File: config.mk
export PLATFORM = sky130hd
export DESIGN_NAME = dac_serial_control
export DESIGN_NICKNAME = d
export VERILOG_FILES = /design/src/hdl/dac_pkg.sv /design/src/hdl/dac_serial_control.sv /design/src/hdl/spi_frame_receiver.sv
export VERILOG_INCLUDE_DIRS = /design/src /design/src/hdl
export SDC_FILE = /design/constraint.sdc
export NUM_CORES = 1
export LEC_CHECK = 0
export ABC_AREA = 1
export BUFFER_PORTS_ARGS = -buffer_cell sky130_fd_sc_hd__buf_2
export CAP_MARGIN = 20
export CORE_ASPECT_RATIO = 1.75
export CORE_MARGIN = 2
export CORE_UTILIZATION = 55
export DETAILED_ROUTE_END_ITERATION = 10
export PLACE_DENSITY = 0.77
export SLEW_MARGIN = 10
export SYNTH_ARGS = -nofsm -noshare
export SYNTH_HDL_FRONTEND = slang
export SYNTH_SLANG_ARGS = --single-unit
File: constraint.sdc
create_clock -name i_core_clk -period 13.94 [get_ports i_core_clk]
set_clock_uncertainty 0.05 [all_clocks]
set_input_delay 1.394 -clock i_core_clk [delete_from_list [all_inputs] [get_ports i_core_clk]]
set_output_delay 1.394 -clock i_core_clk [all_outputs]
set_load 0.05 [all_outputs]
File: src/hdl/dac_defs.svh
// Register offsets, field positions, reset values and timing counts
`ifndef DAC_DEFS_SVH
`define DAC_DEFS_SVH

`define REG_UPDATE_MODE 8'h02
`define REG_POWER_DOWN_CONFIG 8'h03
`define REG_REFERENCE_AND_GAIN 8'h04
`define REG_TRIGGER_AND_RESET 8'h05
`define REG_OUTPUT_CODE 8'h08

`define BIT_DEFERRED_UPDATE_ENABLE 0
`define BIT_OUTPUT_POWER_DOWN 0
`define BIT_REFERENCE_POWER_DOWN 8
`define BIT_REFERENCE_HALVE 0
`define BIT_OUTPUT_GAIN_DOUBLE 8
`define BIT_LOAD_TRIGGER 4

`define SOFT_RESET_CODE 16'h1010
`define REFERENCE_HALVE_RESET 1'b0
`define OUTPUT_GAIN_DOUBLE_RESET 1'b1

`define CORE_CLK_PERIOD_NS 40
`define POR_DELAY_US 250
`define POR_DELAY_CYCLES ((`POR_DELAY_US * 1000 + `CORE_CLK_PERIOD_NS - 1) / `CORE_CLK_PERIOD_NS)

`define SPI_FRAME_BITS 5'd24
`define I2C_GENERAL_CALL_ADDR 8'h00
`define I2C_GENERAL_CALL_RESET 8'h06

`endif

File: src/hdl/dac_pkg.sv
// Types shared by the converter control logic
package dac_pkg;
    typedef enum {IF_SPI, IF_I2C} iface_type;
    typedef enum {I2C_IDLE, I2C_RX, I2C_RX_ACK, I2C_TX, I2C_TX_ACK, I2C_SKIP} i2c_state_type;
    typedef logic [15:0] reg_word_type;
endpackage

File: src/hdl/dac_serial_control.sv
// Digital control of a single-channel voltage-output converter
`timescale 1ns/1ps
`include "dac_defs.svh"

module dac_serial_control
    import dac_pkg::*;
#(
    parameter int RES_BITS = 16,
    parameter bit ZERO_SCALE_VARIANT = 1'b1,
    parameter int POR_DELAY_CYCLES = `POR_DELAY_CYCLES,
    // Arbitrary upper address bits; bit 0 comes from the address select pin
    parameter logic [6:0] I2C_ADDR_BASE = 7'h4a
)
(
    input wire logic i_core_clk,
    input wire logic i_rst,
    input wire logic i_interface_select_pin,
    input wire logic i_sclk,
    input wire logic i_serial_data_in,
    // Doubles as address_select_pin in I2C mode
    input wire logic i_frame_select_n,
    input wire logic i_reference_overrange,
    output logic o_sda_out,
    output logic o_sda_oe,
    output logic [RES_BITS-1:0] o_output_code,
    output logic o_output_power_down,
    output logic o_reference_power_down,
    output logic o_reference_halve,
    output logic o_output_gain_double,
    output logic o_reference_alarm,
    output logic o_ready
);
    localparam int POR_CNT_W = $clog2(POR_DELAY_CYCLES + 1);
    localparam logic [POR_CNT_W-1:0] POR_LAST = POR_CNT_W'(POR_DELAY_CYCLES);
    localparam logic [RES_BITS-1:0] CODE_RESET =
        ZERO_SCALE_VARIANT ? '0 : {1'b1, {(RES_BITS-1){1'b0}}};

    iface_type iface_mode;
    logic mode_captured;
    logic [POR_CNT_W-1:0] por_count;
    logic soft_reset_req;

    logic deferred_update_enable;
    logic [RES_BITS-1:0] buffer_code;

    logic spi_valid;
    logic [23:0] spi_frame;

    i2c_state_type i2c_state;
    logic scl_d;
    logic sda_d;
    logic [2:0] bit_count;
    logic [7:0] rx_byte;
    logic [1:0] byte_index;
    logic is_read;
    logic general_call;
    logic ack_phase;
    logic master_ack;
    logic [7:0] reg_pointer;
    logic [7:0] data_high_byte;
    logic [15:0] tx_word;
    logic i2c_wr_valid;
    logic [15:0] i2c_wr_data;
    logic i2c_gc_reset;

    logic wr_valid;
    logic [7:0] wr_addr;
    reg_word_type wr_data;
    logic scl_rise;
    logic scl_fall;
    logic i2c_start;
    logic i2c_stop;
    logic i2c_active;
    reg_word_type read_word;

    function automatic reg_word_type read_reg(input logic [7:0] addr);
        reg_word_type value;
        value = 16'h0000;
        case (addr)
            `REG_UPDATE_MODE:
                value[`BIT_DEFERRED_UPDATE_ENABLE] = deferred_update_enable;
            `REG_POWER_DOWN_CONFIG:
            begin
                value[`BIT_OUTPUT_POWER_DOWN] = o_output_power_down;
                value[`BIT_REFERENCE_POWER_DOWN] = o_reference_power_down;
            end
            `REG_REFERENCE_AND_GAIN:
            begin
                value[`BIT_REFERENCE_HALVE] = o_reference_halve;
                value[`BIT_OUTPUT_GAIN_DOUBLE] = o_output_gain_double;
            end
            `REG_OUTPUT_CODE:
                value = 16'(buffer_code);
            default:
                value = 16'h0000;
        endcase
        return value;
    endfunction

    always_comb read_word = read_reg(reg_pointer);

    // Interface chosen once; a later level change is not followed
    always_ff @(posedge i_core_clk or posedge i_rst)
    begin
        if (i_rst)
        begin
            mode_captured <= 1'b0;
            iface_mode <= IF_SPI;
        end
        else if (!mode_captured)
        begin
            mode_captured <= 1'b1;
            iface_mode <= i_interface_select_pin ? IF_I2C : IF_SPI;
        end
    end

    // Software reset restarts the same delay as power-on
    always_ff @(posedge i_core_clk or posedge i_rst)
    begin
        if (i_rst)
        begin
            por_count <= '0;
            o_ready <= 1'b0;
        end
        else
        begin
            if (soft_reset_req)
                por_count <= '0;
            else if (por_count != POR_LAST)
                por_count <= por_count + 1'b1;
            o_ready <= mode_captured && por_count == POR_LAST && !soft_reset_req;
        end
    end

    spi_frame_receiver u_spi_frame_receiver (
        .i_core_clk(i_core_clk),
        .i_rst(i_rst),
        .i_enable(o_ready && iface_mode == IF_SPI),
        .i_sclk(i_sclk),
        .i_serial_data_in(i_serial_data_in),
        .i_frame_select_n(i_frame_select_n),
        .o_frame_valid(spi_valid),
        .o_frame_data(spi_frame)
    );

    assign scl_rise = !scl_d && i_sclk;
    assign scl_fall = scl_d && !i_sclk;
    assign i2c_start = scl_d && i_sclk && sda_d && !i_serial_data_in;
    assign i2c_stop = scl_d && i_sclk && !sda_d && i_serial_data_in;
    assign i2c_active = o_ready && iface_mode == IF_I2C;
    assign o_sda_out = 1'b0;

    always_ff @(posedge i_core_clk or posedge i_rst)
    begin
        if (i_rst)
        begin
            scl_d <= 1'b1;
            sda_d <= 1'b1;
        end
        else
        begin
            scl_d <= i_sclk;
            sda_d <= i_serial_data_in;
        end
    end

    // I2C slave: bits sampled on SCL rise, SDA driven after SCL fall
    always_ff @(posedge i_core_clk or posedge i_rst)
    begin
        if (i_rst)
        begin
            i2c_state <= I2C_IDLE;
            bit_count <= 3'h0;
            rx_byte <= 8'h00;
            byte_index <= 2'h0;
            is_read <= 1'b0;
            general_call <= 1'b0;
            ack_phase <= 1'b0;
            master_ack <= 1'b0;
            reg_pointer <= 8'h00;
            data_high_byte <= 8'h00;
            tx_word <= 16'h0000;
            o_sda_oe <= 1'b0;
            i2c_wr_valid <= 1'b0;
            i2c_wr_data <= 16'h0000;
            i2c_gc_reset <= 1'b0;
        end
        else
        begin
            i2c_wr_valid <= 1'b0;
            i2c_gc_reset <= 1'b0;
            if (!i2c_active || i2c_stop)
            begin
                i2c_state <= I2C_IDLE;
                o_sda_oe <= 1'b0;
                ack_phase <= 1'b0;
            end
            else if (i2c_start)
            begin
                i2c_state <= I2C_RX;
                bit_count <= 3'h0;
                byte_index <= 2'h0;
                o_sda_oe <= 1'b0;
                ack_phase <= 1'b0;
            end
            else
            begin
                case (i2c_state)
                    I2C_RX:
                        if (scl_rise)
                        begin
                            rx_byte <= {rx_byte[6:0], i_serial_data_in};
                            bit_count <= bit_count + 3'd1;
                            if (bit_count == 3'd7)
                                i2c_state <= I2C_RX_ACK;
                        end
                    I2C_RX_ACK:
                        if (scl_fall && !ack_phase)
                        begin
                            if (byte_index != 2'd0 || rx_byte == `I2C_GENERAL_CALL_ADDR
                                || rx_byte[7:1] == {I2C_ADDR_BASE[6:1], i_frame_select_n})
                            begin
                                o_sda_oe <= 1'b1;
                                ack_phase <= 1'b1;
                                if (byte_index == 2'd0)
                                begin
                                    is_read <= rx_byte[0];
                                    general_call <= rx_byte == `I2C_GENERAL_CALL_ADDR;
                                end
                            end
                            else
                                i2c_state <= I2C_SKIP;
                        end
                        else if (scl_fall)
                        begin
                            // Fall that ends the acknowledge commits the byte
                            ack_phase <= 1'b0;
                            o_sda_oe <= 1'b0;
                            i2c_state <= I2C_RX;
                            bit_count <= 3'h0;
                            case (byte_index)
                                2'd0:
                                    if (is_read)
                                    begin
                                        i2c_state <= I2C_TX;
                                        o_sda_oe <= ~read_word[15];
                                        tx_word <= {read_word[14:0], 1'b0};
                                        byte_index <= 2'd2;
                                    end
                                    else
                                        byte_index <= 2'd1;
                                2'd1:
                                    if (general_call)
                                    begin
                                        i2c_gc_reset <= rx_byte == `I2C_GENERAL_CALL_RESET;
                                        i2c_state <= I2C_SKIP;
                                    end
                                    else
                                    begin
                                        reg_pointer <= rx_byte;
                                        byte_index <= 2'd2;
                                    end
                                2'd2:
                                begin
                                    data_high_byte <= rx_byte;
                                    byte_index <= 2'd3;
                                end
                                default:
                                begin
                                    i2c_wr_valid <= 1'b1;
                                    i2c_wr_data <= {data_high_byte, rx_byte};
                                    byte_index <= 2'd2;
                                end
                            endcase
                        end
                    I2C_TX:
                        if (scl_rise)
                        begin
                            bit_count <= bit_count + 3'd1;
                            if (bit_count == 3'd7)
                                i2c_state <= I2C_TX_ACK;
                        end
                        else if (scl_fall)
                        begin
                            o_sda_oe <= ~tx_word[15];
                            tx_word <= {tx_word[14:0], 1'b0};
                        end
                    I2C_TX_ACK:
                        if (scl_fall && !ack_phase)
                        begin
                            o_sda_oe <= 1'b0;
                            ack_phase <= 1'b1;
                        end
                        else if (scl_rise && ack_phase)
                            master_ack <= !i_serial_data_in;
                        else if (scl_fall)
                        begin
                            ack_phase <= 1'b0;
                            bit_count <= 3'h0;
                            if (!master_ack)
                                i2c_state <= I2C_SKIP;
                            else if (byte_index == 2'd2)
                            begin
                                i2c_state <= I2C_TX;
                                byte_index <= 2'd3;
                                o_sda_oe <= ~tx_word[15];
                                tx_word <= {tx_word[14:0], 1'b0};
                            end
                            else
                            begin
                                // Further reads repeat the same register
                                i2c_state <= I2C_TX;
                                byte_index <= 2'd2;
                                o_sda_oe <= ~read_word[15];
                                tx_word <= {read_word[14:0], 1'b0};
                            end
                        end
                    I2C_SKIP:
                        o_sda_oe <= 1'b0;
                    I2C_IDLE:
                        o_sda_oe <= 1'b0;
                    default:
                        i2c_state <= I2C_IDLE;
                endcase
            end
        end
    end

    always_comb
    begin
        wr_valid = 1'b0;
        wr_addr = 8'h00;
        wr_data = 16'h0000;
        if (iface_mode == IF_SPI)
        begin
            wr_valid = spi_valid;
            wr_addr = spi_frame[23:16];
            wr_data = spi_frame[15:0];
        end
        else
        begin
            wr_valid = i2c_wr_valid;
            wr_addr = reg_pointer;
            wr_data = i2c_wr_data;
        end
    end

    assign soft_reset_req = i2c_gc_reset
        || (wr_valid && wr_addr == `REG_TRIGGER_AND_RESET && wr_data == `SOFT_RESET_CODE);

    // Registers held at defaults for the whole reset delay
    always_ff @(posedge i_core_clk or posedge i_rst)
    begin
        if (i_rst)
        begin
            deferred_update_enable <= 1'b0;
            buffer_code <= CODE_RESET;
            o_output_code <= CODE_RESET;
            o_output_power_down <= 1'b0;
            o_reference_power_down <= 1'b0;
            o_reference_halve <= `REFERENCE_HALVE_RESET;
            o_output_gain_double <= `OUTPUT_GAIN_DOUBLE_RESET;
        end
        else if (!o_ready)
        begin
            deferred_update_enable <= 1'b0;
            buffer_code <= CODE_RESET;
            o_output_code <= CODE_RESET;
            o_output_power_down <= 1'b0;
            o_reference_power_down <= 1'b0;
            o_reference_halve <= `REFERENCE_HALVE_RESET;
            o_output_gain_double <= `OUTPUT_GAIN_DOUBLE_RESET;
        end
        else if (wr_valid && !soft_reset_req)
        begin
            case (wr_addr)
                `REG_UPDATE_MODE:
                    deferred_update_enable <= wr_data[`BIT_DEFERRED_UPDATE_ENABLE];
                `REG_POWER_DOWN_CONFIG:
                begin
                    o_output_power_down <= wr_data[`BIT_OUTPUT_POWER_DOWN];
                    o_reference_power_down <= wr_data[`BIT_REFERENCE_POWER_DOWN];
                end
                `REG_REFERENCE_AND_GAIN:
                begin
                    o_reference_halve <= wr_data[`BIT_REFERENCE_HALVE];
                    o_output_gain_double <= wr_data[`BIT_OUTPUT_GAIN_DOUBLE];
                end
                `REG_TRIGGER_AND_RESET:
                    if (wr_data[`BIT_LOAD_TRIGGER])
                        o_output_code <= buffer_code;
                `REG_OUTPUT_CODE:
                begin
                    // Low N bits taken as unsigned binary
                    buffer_code <= wr_data[RES_BITS-1:0];
                    if (!deferred_update_enable)
                        o_output_code <= wr_data[RES_BITS-1:0];
                end
                default:
                    buffer_code <= buffer_code;
            endcase
        end
    end

    // Alarm leaves code registers untouched so output returns once fixed
    always_ff @(posedge i_core_clk or posedge i_rst)
    begin
        if (i_rst)
            o_reference_alarm <= 1'b0;
        else
            o_reference_alarm <= i_reference_overrange && !o_reference_halve;
    end
endmodule

File: src/hdl/spi_frame_receiver.sv
// 24-bit SPI frame capture with early-abort handling
`timescale 1ns/1ps
`include "dac_defs.svh"

module spi_frame_receiver
    import dac_pkg::*;
(
    input wire logic i_core_clk,
    input wire logic i_rst,
    input wire logic i_enable,
    input wire logic i_sclk,
    input wire logic i_serial_data_in,
    input wire logic i_frame_select_n,
    output logic o_frame_valid,
    output logic [23:0] o_frame_data
);
    logic sclk_d;
    logic select_n_d;
    logic [23:0] shift;
    logic [4:0] fall_count;

    always_ff @(posedge i_core_clk or posedge i_rst)
    begin
        if (i_rst)
        begin
            sclk_d <= 1'b0;
            select_n_d <= 1'b1;
            shift <= 24'h000000;
            fall_count <= 5'h00;
            o_frame_valid <= 1'b0;
            o_frame_data <= 24'h000000;
        end
        else
        begin
            sclk_d <= i_sclk;
            select_n_d <= i_frame_select_n;
            o_frame_valid <= 1'b0;
            if (!i_enable || i_frame_select_n)
            begin
                // Clock and data ignored while deselected; short frames dropped
                shift <= 24'h000000;
                fall_count <= 5'h00;
                if (i_enable && !select_n_d && fall_count == `SPI_FRAME_BITS)
                begin
                    o_frame_valid <= 1'b1;
                    o_frame_data <= shift;
                end
            end
            else if (sclk_d && !i_sclk)
            begin
                // Extra edges keep the last 24 bits
                shift <= {shift[22:0], i_serial_data_in};
                if (fall_count != `SPI_FRAME_BITS)
                    fall_count <= fall_count + 5'd1;
            end
        end
    end
endmodule

==> results summary <==
The flow ran to the end, and the final reports show no timing, DRC or antenna violations. The maximum vdd ir drop is between 80 and 90 uV. The maximum clock frequency came out at around 0.33 GHz. Port buffering added 29 buffers. The clock period minus worst slack came out at around 3.0 ns.

The max-slew violation total from the final report came out at 0. Counting along the longest clock path gives a buffer depth of 2. The number of synthesized flops with an enable pin is 0.

The setup TNS is 0 ns. Hold repair after CTS inserted 0 buffers. 0 antenna diodes ended up in the layout. Timing analysis after detailed placement gives a worst setup slack of between 10 and 15 ns. The number of setup buffers added after CTS is 0. The area share of the largest cell type after synthesis came out at 49.1%. The type of the tightest min-delay check is register to register. The first-pass GRT wire length came out at approximately 35 mm. The yosys synthesis warning count came out at 0. Along the worst path, the maximum fanout reaches 49. The clock slew at the register clock pins of the worst setup and hold paths is ~0.07 ns. The largest total area in the synthesized netlist belongs to dfrtp_1.

The final number of setup-violating endpoints is 0. The number of distinct library cells after synthesis came out at 43. Setup repair after global routing left no endpoint under its margin. The number of clock sinks came out at about 180. The final clock period utilization by the worst path came out at a little over a fifth. The DRC violations left is 0.

The total wire length came out at 20.8 mm. In the final layout, the share of cells above drive strength 1 is 10.8%. TritonCTS built the clock tree.

The floorplan die area is 0.0176 sq mm. The required time reported for the critical path endpoint came out at between 10 and 15 ns. In this run the tightest slew margin relative to its limit is roughly two fifths.

The total power draw came out at between 1 and 1.5 mW. The total routing resource utilization after global routing is 25.2%. Walking the worst path, the cells encountered are buf_4, buf_2. In this run the static leakage power is slightly below 5 nW. The pin count of the biggest net entering global routing came out at between 100 and 150. The worst setup path is captured at an output pin.

The H-tree depth came out at 4. The initial utilization of the core area, before any placement, comes to 55.7%. The startpoint class of the critical path is a register.

The HPWL after detailed placement is 15.0 mm. The count of nets after finishing is roughly 1200. The main flop type after synthesis is dfrtp_1. The fraction of registers with async set/reset is 100%. The most common cell after layout, fill and taps aside is nand2_1. The number of optimization iterations in the first detailed-route pass is 5. The boundary pin count is 31. The data arrival at the endpoint of the critical path is roughly 1.6 ns. The die outline height came out at between 150 and 200 um. For the pin with the worst max-slew slack, the measured transition is 0.901 ns. The total of fill cells in the finished design is 1487. The antenna violation net count after detailed routing came out at 0.

For this run, the number of standard cells in the final layout without fillers is 1371. The weighted congestion reported at the end of routability-driven placement is approximately 0.93. The number of antenna violations at the first check in global routing came out at 0. The placeable core region came out at between 0.015 and 0.02 sq mm. The synthesis-to-layout area growth came out at 9.21%. The number of core rows came out at a little over 60. For this run, the register share of the synthesized area comes to between 50 and 60%. The utilization of the core after routing came out at between 60 and 70%. The number of resized instances in the post-cts repair step came out at 0. In the post-route analysis, the smallest setup slack over all paths is 10.91 ns.

The later pin in the worst-skew pair is clocked with a latency of 0.45 ns. The summed instance area of the synthesized netlist came out at 0.00907 sq mm. The biggest cell delay along the critical path is about 0.44 ns. Broken down by cell family, the worst path's largest delay share belongs to buffers and inverters. The number of hold-slack violations in the final timing report came out at 0. The number of global-route vias before repair came out at between 7000 and 8000.

The total via count in the routed design is 7373. The final worst hold slack is ~0.43 ns. Yosys attributes the largest share of cell area to dfrtp_1, nand2_1, o21ai_0, inv_1, nand3_1. The per-cell routed wire length is 15.1 um.

The cell count after placement is approximately 1300. After detailed routing, the number of vias per cell comes to between 5 and 6. Together, buffers and inverters on the worst path number 2. The setup path with the least slack is of type register to output pin. In the layout the commonest cells are nand2_1, dfrtp_1, inv_1. The gate count of the mapped netlist came out at 1152.

The cell area after placement came out at roughly 0.0092 sq mm. The number of maximum-capacitance violations is 0. The average footprint of a synthesized cell is 7.87 sq um. The remaining global-route overflow came out at 0. The root buffer cell chosen for the clock tree is clkbuf_16. The power density normalized to cell area came out at 106 mW/mm^2. The floorplan die width is 101 um. The master of the slowest instance on the critical path is buf_4.

The synthesized net count came out at approximately 1200. The number of violations reported at the end of detailed-routing iteration 0 is around 500. After synthesis the netlist holds a flip-flop and latch count of 182. The post-layout instance area came out at between 0.009 and 0.01 sq mm.

Counting the buffers created by CTS gives 17.
-- cells in the mapped netlist (all sizes together), types with 3 or more instances --
cell / instances
nor4: 4
inv: 163
clkbuf: 25
ha: 7
or2: 3
nand2: 324
nand3: 88
dfstp: 4
dfrtp: 178
a21oi: 41
o22ai: 14
buf: 18
xor2: 7
nand4: 18
nor3: 9
nor2: 87
o21ai: 149
-- sequential cells by signal, summed over array words and instances, names as in the netlist, 2 cells and up --
| signal | flops |
|---|---|
| bit_count | 3 |
| buffer_code | 16 |
| byte_index | 2 |
| data_high_byte | 8 |
| i2c_state | 3 |
| i2c_wr_data | 16 |
| o_output_code | 16 |
| por_count | 13 |
| reg_pointer | 8 |
| rx_byte | 8 |
| tx_word | 15 |
| u_spi_frame_receiver.fall_count | 5 |
| u_spi_frame_receiver.o_frame_data | 24 |
| u_spi_frame_receiver.shift | 24 |
-- final cells by class --
cell class / count / area, sq um / share of cell area, %
multi-input combinational: 764 / 3630 / 36.7
clock inverter: 15 / 160 / 1.62
clock buffer: 17 / 425 / 4.30
timing repair buffer: 38 / 260 / 2.63
tap: 192 / 240 / 2.43
inverter: 163 / 624 / 6.31
sequential: 182 / 4560 / 46.1
-- cell families (layout without fill, tap and decap cells) --
logic type / after synthesis / count (layout) / share of synthesized area [%]
simple gates: 537 / 537 / 26.1
compound gates: 211 / 211 / 12.1
buf+inv: 206 / 233 / 9.73
flops: 182 / 182 / 50.3
fa+ha+maj: 7 / 7 / 0.966
xor+xnor: 7 / 7 / 0.676
other cells: 2 / 2 / 0.0828
-- layer usage --
layer	up-vias	global-route usage, %	share of wire [%]
met5	-	0	0
met4	0	16.5	6.6
met3	70	3.71	2.6
met2	154	43.0	51
met1	3450	28.7	40
li1	3699	-	-
-- worst paths after layout --
check	slack, ns	depth (start not counted)	from	end
setup reg to reg	11.13	13	iface_mode[0]	o_output_code[14]
min in group asynchronous	1.10	2	i_rst	por_count[10]
setup / recovery	10.91	2	o_ready	o_ready
max in group asynchronous	11.53	4	i_rst	scl_d
hold reg to reg	0.43	2	buffer_code[14]	buffer_code[14]
hold / removal	0.43	2	buffer_code[14]	buffer_code[14]
-- worst min-delay path: cells and delay by family (launching register included) --
kind | cells | cell delay (ns)
simple gates | 2 | 0.10
flops | 1 | 0.35
-- report_power, final --
group | total, mW | leakage, nW | internal [mW] | switching (mW)
registers | 0.529 | 2.36 | 0.529 | 0.000435
logic | 0.0431 | 2.16 | 0.00927 | 0.0339
clock network | 0.475 | 0.289 | 0.240 | 0.235
(Power assumes the default switching activity.)
